[src/spi_pri_pkg.sv]
// constants for the spi interrupt priority control register block
package spi_pri_pkg;
    localparam logic [15:0] PRI_CTRL_ADDR = 16'h103f;
    localparam logic [15:0] SUSP_STAT_ADDR = 16'h1040;
    localparam int TEST_BIT = 7;
    localparam int PRIORITY_BIT = 6;
    localparam int SUSPEND_EN_BIT = 5;
    localparam int STAT_SUSPEND_BIT = 3;
    localparam logic [7:0] PRI_CTRL_RESET = 8'h00;
    localparam logic [7:0] PRI_CTRL_WMASK = 8'he0;
    localparam logic [7:0] RDATA_IDLE = 8'h00;
    localparam int SYNC_STAGES = 2;

    typedef enum logic [2:0]
    {
        ST_RUN = 3'b001,
        ST_DRAIN = 3'b010,
        ST_FROZEN = 3'b100
    } suspend_state_t;
endpackage

[src/level_sync.sv]
// two flip-flop synchroniser for asynchronous levels
`timescale 1ns/10ps
module level_sync #(
    parameter int WIDTH = 1
) (
    input wire logic clk,
    input wire logic srst,
    input wire logic [WIDTH-1:0] async_in,
    output logic [WIDTH-1:0] sync_out
);
    logic [WIDTH-1:0] stage1;
    logic [WIDTH-1:0] stage2;

    always_ff @(posedge clk)
    begin
        if (srst)
        begin
            stage1 <= '0;
            stage2 <= '0;
        end
        else
        begin
            stage1 <= async_in;
            stage2 <= stage1;
        end
    end

    assign sync_out = stage2;
endmodule // level_sync

[src/spi_priority_regs.sv]
// spi interrupt priority control register with emulator suspend handling
//
// Local design decision: strobed register access.
`timescale 1ns/10ps
module spi_priority_regs (
    input wire logic clk,
    input wire logic srst,
    input wire logic [15:0] addr,
    input wire logic [7:0] wdata,
    input wire logic wr,
    input wire logic rd,
    output logic [7:0] rdata,
    input wire logic privilege_mode,
    input wire logic emu_suspend,
    input wire logic spi_busy,
    input wire logic spi_irq,
    output logic irq_level1,
    output logic irq_level2,
    output logic spi_freeze,
    output logic factory_test_bit
);
    logic [7:0] ctrl;
    logic [7:0] next_ctrl;
    logic [7:0] next_rdata;
    logic next_irq_level1;
    logic next_irq_level2;
    logic next_spi_freeze;
    logic next_factory_test_bit;
    logic susp;
    spi_pri_pkg::suspend_state_t state;
    spi_pri_pkg::suspend_state_t next_state;
    logic ctrl_wr_hit;
    logic ctrl_rd_hit;
    logic stat_rd_hit;

    function automatic logic hit(input logic [15:0] a, input logic [15:0] target);
        hit = (a == target);
    endfunction

    // status byte: one-hot suspend state in the low bits, synced halt above them
    function automatic logic [7:0] status_word(input logic halted, input logic [2:0] st);
        status_word = 8'h00;
        status_word[2:0] = st;
        status_word[spi_pri_pkg::STAT_SUSPEND_BIT] = halted;
    endfunction

    // the emulator halt comes from the debug pod, outside this clock
    level_sync #(
        .WIDTH(1)
    ) u_susp_sync (
        .clk(clk),
        .srst(srst),
        .async_in(emu_suspend),
        .sync_out(susp)
    );

    // address decode; a write outside privilege mode never reaches the register
    always_comb
    begin
        ctrl_wr_hit = wr && privilege_mode && hit(addr, spi_pri_pkg::PRI_CTRL_ADDR);
        ctrl_rd_hit = rd && hit(addr, spi_pri_pkg::PRI_CTRL_ADDR);
        stat_rd_hit = rd && hit(addr, spi_pri_pkg::SUSP_STAT_ADDR);
    end

    // register write and read path
    always_comb
    begin
        next_ctrl = ctrl;
        next_rdata = spi_pri_pkg::RDATA_IDLE;
        if (ctrl_wr_hit)
        begin
            next_ctrl = wdata & spi_pri_pkg::PRI_CTRL_WMASK;
        end
        if (ctrl_rd_hit)
        begin
            next_rdata = ctrl & spi_pri_pkg::PRI_CTRL_WMASK;
        end
        else if (stat_rd_hit)
        begin
            next_rdata = status_word(susp, state);
        end
    end

    always_ff @(posedge clk)
    begin
        if (srst)
        begin
            ctrl <= spi_pri_pkg::PRI_CTRL_RESET;
            rdata <= spi_pri_pkg::RDATA_IDLE;
        end
        else
        begin
            ctrl <= next_ctrl;
            rdata <= next_rdata;
        end
    end

    // interrupt request routing
    always_comb
    begin
        next_irq_level1 = spi_irq && !ctrl[spi_pri_pkg::PRIORITY_BIT];
        next_irq_level2 = spi_irq && ctrl[spi_pri_pkg::PRIORITY_BIT];
        next_factory_test_bit = ctrl[spi_pri_pkg::TEST_BIT];
    end

    always_ff @(posedge clk)
    begin
        if (srst)
        begin
            irq_level1 <= 1'b0;
            irq_level2 <= 1'b0;
            factory_test_bit <= 1'b0;
        end
        else
        begin
            irq_level1 <= next_irq_level1;
            irq_level2 <= next_irq_level2;
            factory_test_bit <= next_factory_test_bit;
        end
    end

    // emulator suspend sequencing
    always_comb
    begin
        next_state = state;
        unique case (state)
            spi_pri_pkg::ST_RUN:
            begin
                if (susp)
                begin
                    if (ctrl[spi_pri_pkg::SUSPEND_EN_BIT])
                    begin
                        next_state = spi_pri_pkg::ST_FROZEN;
                    end
                    else if (spi_busy)
                    begin
                        next_state = spi_pri_pkg::ST_DRAIN;
                    end
                    else
                    begin
                        next_state = spi_pri_pkg::ST_FROZEN;
                    end
                end
            end
            spi_pri_pkg::ST_DRAIN:
            begin
                if (!susp)
                begin
                    next_state = spi_pri_pkg::ST_RUN;
                end
                else if (ctrl[spi_pri_pkg::SUSPEND_EN_BIT] || !spi_busy)
                begin
                    next_state = spi_pri_pkg::ST_FROZEN;
                end
            end
            spi_pri_pkg::ST_FROZEN:
            begin
                if (!susp)
                begin
                    next_state = spi_pri_pkg::ST_RUN;
                end
            end
            default:
            begin
                next_state = spi_pri_pkg::ST_RUN;
            end
        endcase
        // freeze is registered from the next state so it rises together with the state
        next_spi_freeze = (next_state == spi_pri_pkg::ST_FROZEN);
    end

    always_ff @(posedge clk)
    begin
        if (srst)
        begin
            state <= spi_pri_pkg::ST_RUN;
            spi_freeze <= 1'b0;
        end
        else
        begin
            state <= next_state;
            spi_freeze <= next_spi_freeze;
        end
    end
endmodule // spi_priority_regs

[config.mk]
export PLATFORM = sky130hd
export DESIGN_NAME = spi_priority_regs
export DESIGN_NICKNAME = d
export VERILOG_FILES = /design/src/spi_pri_pkg.sv /design/src/level_sync.sv /design/src/spi_priority_regs.sv
export SDC_FILE = /design/constraint.sdc
export NUM_CORES = 1
export LEC_CHECK = 0
export CAP_MARGIN = 10
export CORE_MARGIN = 2
export CORE_UTILIZATION = 40
export CTS_CLUSTER_DIAMETER = 120
export DETAILED_ROUTE_END_ITERATION = 6
export DONT_BUFFER_PORTS = 1
export PLACE_DENSITY = 0.53
export RECOVER_POWER = 50
export SYNTH_ARGS = -nofsm -noshare
export SYNTH_HDL_FRONTEND = slang
export SYNTH_SLANG_ARGS = --single-unit
[constraint.sdc]
create_clock -name clk -period 1.8 [get_ports clk]
set_clock_uncertainty 0.05 [all_clocks]
set_input_delay 0.27 -clock clk [delete_from_list [all_inputs] [get_ports clk]]
set_output_delay 0.27 -clock clk [all_outputs]
set_load 0.02 [all_outputs]
==> metrics.md, run 1 <==
| Metric | Value |
|---|---|
| Status | `finished, final reports clean` |
| CTS tree | `built` |
| Placer Congestion | `0.693` |
| H-Tree Depth | `1` |
| P_int | `522 uW` |
| Comb power frac | `4.3%` |
| Clk buf depth | `2` |
| Buffers on Ports | `0` |
| Final Power | `661 uW` |
| Latest clock arrival within the worst-skew pair | `290 ps` |
| Worst slack, placed | `42.7 ps` |
| Yosys warnings | `0` |
| Max Slew Vio Count | `0` |
| Max Clk Rate | `0.685 GHz` |
| Sequential area share after synthesis | `51.7%` |
| Vias per std cell | `5.01` |
| # hold bufs at CTS | `1` |
| Vias in the first global route | `434` |
| Reg2Reg Depth | `4` |
| Vias | `501` |
| Switching pwr | `138 uW` |
| Die Footprint | `2200 um^2` |
| PD cells | `819 nW/um^2` |
| Max Cap Viol | `0` |
| Post-synthesis register bit count | `19` |
| Net Count, Synth | `102` |
| CTS clk-pin slew, worst paths | `100 ps` |
| Chip height | `46.9 um` |
| Cell Count, Final, Fillers Out | `100` |
| Drt drc | `0` |
| Final setup viols | `0` |
| First-pass DRT Iterations | `4` |
| Final nets | `108` |
| Total CTS buffers | `3` |
| Net Sw Frac | `21.0%` |
| RSZ-0062 raised after global routing | `false` |
| Critical path class | `in2reg` |
| First-pass GRT wire length | `1880 um` |
| Antenna violations before repair | `0` |
| Initial Utilization | `42.6%` |
| Initial drt markers | `9` |
| WL/cell | `12.5 um` |
| Largest net degree at the start of global routing | `12` |
| Post-synth cell types | `26` |
| Area Overhead vs Synth | `9.69%` |
| Final Hold Fails | `0` |
| Worst hold stages | `1` |
| Min Clock Period, post-route | `1460 ps` |
| Critical Path Source Type | `primary input` |
| Nature of the critical path endpoint | `register` |
| Fillers | `167` |
| Die width | `46.9 um` |
| Total inserted antenna cells | `0` |
| Worst Path Required | `1980 ps` |
| Sequential Power Share | `65.1%` |
| Placed inst area | `759 um^2` |
| Setup ws final | `340 ps` |
| Peak supply drop | `0.464 mV` |
| Crit path max fanout | `3` |
| Post-Synthesis Cell Area | `736 um^2` |
| Fin area | `807 um^2` |
| Critical Path AT | `1640 ps` |
| Setup repair bufs after CTS | `0` |
| DRT antenna net count | `0` |
| Grt total ovfl | `0` |
| Num Clock Sinks | `19` |
| Post_cts resized | `0` |
| Tot GR Track Use | `13.1%` |
| Final HPWL from detailed placement | `930 um` |
| Fin crit share | `81.1%` |
| Clock power frac | `30.6%` |
| Share of layout cells above drive strength 1 | `14.7%` |
| Final WL | `1250 um` |
| Syn Inst Count | `70` |
| Core Region | `1730 um^2` |
| Root Driver | `clkbuf_4` |
| Most common cell after layout, fill and taps aside | `dfxtp_1` |
| IO Pins | `44` |
| Syn_area_per_cell | `10.5 um^2` |
| Inst Count DP | `94` |
| Setup_tns | `0 ps` |
| Commonest non-fill, non-tap cells in the layout | `dfxtp_1 (19), and2_1 (8), nor2b_1 (6)` |
| P_leak | `0.274 nW` |
| Rows | `15` |
| Hold Crit Class | `in2reg` |
==> state kept, by name, indices dropped and copies added, names as in the netlist <==
name                  flops
u_susp_sync.sync_out      1
rdata                     7
ctrl                      3
irq_level1                1
state                     3
irq_level2                1
factory_test_bit          1
spi_freeze                1
u_susp_sync.stage1        1
==> per-layer routing <==
| metal | wire length (um) | vias up | share of wire (%) | track usage, % |
|---|---|---|---|---|
| met1 | 651 | 213 | 52 | 18.3 |
| met4 | 13 | 0 | 1.0 | 5.00 |
| li1 | - | 258 | - | - |
| met3 | 103 | 2 | 8.3 | 8.46 |
| met2 | 477 | 28 | 38 | 15.9 |
| met5 | 0 | - | 0 | 0 |
==> logic make-up (layout without fill, tap and decap cells) <==
logic type      count (synthesis)  after routing  synth area share [%]
xor+xnor                        2              2                  2.38
other cells                     1              1                 0.510
compound gates                  8              8                  5.78
simple gates                   39             39                  38.6
buf+inv                         1              6                  1.02
flops                          19             19                  51.7
==> cell usage after synthesis <==
library cell	instances	area share [%]
nand4b_1	2	2.4
a21oi_1	3	2.0
or4_4	1	1.5
nand2_1	4	2.0
o21ai_0	1	0.68
or3b_4	1	1.5
nor3b_1	2	2.0
and2_1	8	6.8
and3b_1	1	1.2
nand3_1	2	1.4
dfxtp_1	19	52
o211ai_1	1	1.0
xor2_1	1	1.2
nor4_2	2	3.4
conb_1	1	0.51
xnor2_1	1	1.2
nor3_1	2	1.4
buf_4	1	1.0
nand3_4	1	2.4
nor2_1	2	1.0
or4b_4	1	1.9
nor3_2	1	1.4
nand2b_1	1	0.85
nor2b_1	6	5.1
o21ai_1	3	2.0
nor4b_1	2	2.4
==> worst max-delay path: stages <==
cell	delay (ps)
or4b_4	530
or3b_4	410
nor4_2	230
and2_1	200
==> area by class of cell <==
cell class	count	area, um^2	share of cell area [%]
clock buffers	3	22.5	2.79
clock inverters	1	5.00	0.620
multi-input cells	50	348	43.1
flip-flops and latches	19	380	47.1
well taps	25	31.3	3.88
repair buffers	2	20.0	2.48
==> worst paths after layout <==
check | startpoint | to | slack, ps
setup reg to reg | state[0]$_SDFF_PP1_ | spi_freeze$_SDFF_PP0_ | 740
hold reg to reg | u_susp_sync.stage1$_SDFF_PP0_ | u_susp_sync.sync_out$_SDFF_PP0_ | 400
hold / removal | emu_suspend | u_susp_sync.stage1$_SDFF_PP0_ | 50
setup / recovery | addr[13] | rdata[5]$_SDFF_PP0_ | 340
==> power by group through the flow <==
stage	sequential [mW]	combinational [mW]	clock [mW]
4_1_cts	0.430	0.0261	0.213
3_5_place_dp	0.440	0.0226	0
6_report	0.430	0.0282	0.202
5_1_grt	0.431	0.0307	0.233
2_1_floorplan	0.439	0.0222	0
3_3_place_gp	0.440	0.0224	0
==> metrics by stage <==
stage | hold WS, ps | utilization [%]
floorplan | 289 | -
global placement | 292 | 44.0
detailed placement | 294 | 44.0
CTS | 0.285 | 46.2
global route | 37.0 | 46.7
finish | 53.5 | 46.7
Note: power is estimated with default switching activity, not from simulation.
==> run 2: changes to the inputs <==
- clock period: 1.8 -> 1.3 ns (I/O delays scaled with it)
==> metrics.md, run 2 (synthesis gave the netlist of run 1 again) <==
| Metric | Value |
|---|---|
| Nature of the critical path endpoint | `register` |
| Largest reg by FF count | `rdata` |
| Largest net degree at the start of global routing | `12` |
| Fin crit share | `100%` |
| Crit path max-delay family | `simple AND/OR/NAND/NOR gates` |
| PD cells | `1060 nW/um^2` |
| Critical Path Source Type | `primary input` |
| Placed inst area | `774 um^2` |
| R2R setup slack | `240 ps` |
| Max Slew Vio Count | `0` |
| Peak supply drop | `0.454 mV` |
| Slowest-stage cell, CP | `or4b_4` |
| Num Clock Sinks | `19` |
| Final WL | `1260 um` |
| DRT antenna net count | `0` |
| IO Pins | `44` |
| Grt total ovfl | `0` |
| Buffers on Ports | `0` |
| Placer Congestion | `0.678` |
| Status | `complete, but fails checks` |
| Core Region | `1730 um^2` |
| Hold Path Origin | `srst` |
| Die width | `46.9 um` |
| Multi-input logic area | `363 um^2` |
| Sequential cell area | `380 um^2` |
| Worst Path Buf+Inv | `0` |
| Initial Utilization | `42.6%` |
| Total CTS buffers | `3` |
| Vias per std cell | `4.97` |
| Rows | `15` |
| Chip height | `46.9 um` |
| Hold Crit Class | `in2reg` |
| Initial drt markers | `6` |
| Fin area | `887 um^2` |
| Vias in the first global route | `489` |
| Final HPWL from detailed placement | `956 um` |
| Latest clock arrival within the worst-skew pair | `290 ps` |
| Cell Count, Final, Fillers Out | `107` |
| Reg2Reg Depth | `4` |
| Critical path class | `in2reg` |
| Fillers | `175` |
| RSZ-0062 raised after global routing | `true` |
| Most common cell after layout, fill and taps aside | `dfxtp_1` |
| Critical Path AT | `1500 ps` |
| Crit Reg-Reg Startpoint | `state[0]$_SDFF_PP1_` |
| Die Footprint | `2200 um^2` |
| Worst hold stages | `2` |
| Antenna violations before repair | `0` |
| Crit path max fanout | `3` |
| Critical path's largest stage delay | `530 ps` |
| Clk buf depth | `2` |
| P_leak | `0.332 nW` |
| Biggest regs | `rdata: 7 flops, ctrl: 3 flops, state: 3 flops` |
| Max Cap Viol | `0` |
| First-pass GRT wire length | `2060 um` |
| Final Hold Fails | `0` |
| Commonest non-fill, non-tap cells in the layout | `dfxtp_1 (19), and2_1 (8), dlygate4sd3_1 (7)` |
| Min Clock Period, post-route | `1310 ps` |
| Setup ws final | `-6.48 ps` |
| CTS clk-pin slew, worst paths | `110 ps` |
| Post-layout util | `51.4%` |
| Endpoint, Worst Hold | `state[0]$_SDFF_PP1_` |
| Max reg flops | `7` |
| Max Clk Rate | `0.765 GHz` |
| Final setup viols | `4` |
| Final nets | `115` |
| Setup repair bufs after CTS | `0` |
| First-pass DRT Iterations | `3` |
| CP Cell Sequence | `or4b_4 > or3b_4 > nor4_4 > and2_1` |
| Root Driver | `clkbuf_4` |
| Total inserted antenna cells | `0` |
| Area Overhead vs Synth | `20.6%` |
| Drt drc | `0` |
| Failing checks | `negative setup slack` |
| WL/cell | `11.8 um` |
| Worst Path Required | `1490 ps` |
| Inst Count DP | `96` |
| CTS tree | `built` |
| H-Tree Depth | `1` |
| Worst r2r dst | `spi_freeze$_SDFF_PP0_` |
| Tot GR Track Use | `14.1%` |
| Vias | `532` |
| Share of layout cells above drive strength 1 | `15.9%` |
-- run 2: changes by cell type in the layout (fill, tap and decap cells not counted) --
| cell | previous run | this run |
|---|---|---|
| dlygate4sd3_1 | 2 | 7 |
| buf_4 | 0 | 2 |
| nor3_2 | 1 | 0 |
| nor3_4 | 0 | 1 |
| nor4_2 | 2 | 1 |
| nor4_4 | 0 | 1 |
-- run 2: metrics by stage --
stage | TNS, ps | hold slack [ps] | total power, mW | worst slack [ps]
6_report | -20.1 | 6.95 | 0.941 | -6.48
5_1_grt | -271 | 0.761 | 0.985 | -59.8
4_1_cts | -0.0914 | 0.926 | 0.952 | -0.0914
3_5_place_dp | -3220 | 219 | 0.642 | -364
3_3_place_gp | -3160 | 218 | 0.642 | -345
2_1_floorplan | -2360 | 214 | 0.639 | -276
-- run 2: power by group --
group          leakage, nW  internal, mW  switching, mW  total, mW
logic                0.161        0.0317         0.0228     0.0545
clock network       0.0177         0.114          0.176      0.291
registers            0.154         0.589        0.00650      0.595
-- run 2: timing repair --
action	in CTS	in global routing
resized for setup	2	0
hold buffers	6	1
cloned	0	0
setup endpoints to repair	3	9
endpoints found under the hold margin	8	1
pin swaps	0	1
-- run 2: layout make-up --
cell class	count	area share (%)
multi-input cells	50	40.9
well taps	25	3.53
repair buffers	9	9.59
clock inverters	1	0.564
clock buffers	3	2.54
flip-flops and latches	19	42.9
-- run 2: layer usage --
layer / GRT usage, % / vias to the layer above / wire length [um]
li1: - / 271 / -
met1: 17.3 / 230 / 633
met2: 19.7 / 29 / 495
met3: 6.92 / 2 / 120
met4: 8.33 / 0 / 14
met5: 0 / - / 0
-- run 2: how the worst max path moves through the flow --
stage          slack (ps)              endpoint  startpoint  depth (start not counted)
2_1_floorplan        -280  ctrl[5]$_SDFFE_PP0P_    addr[13]                          4
3_3_place_gp         -350   rdata[7]$_SDFF_PP0_    addr[13]                          4
3_5_place_dp         -360   rdata[7]$_SDFF_PP0_    addr[13]                          4
4_1_cts             -0.09   rdata[7]$_SDFF_PP0_    addr[13]                          4
5_1_grt               -60  ctrl[7]$_SDFFE_PP0P_    addr[13]                          4
6_report               -6   rdata[5]$_SDFF_PP0_    addr[13]                          4
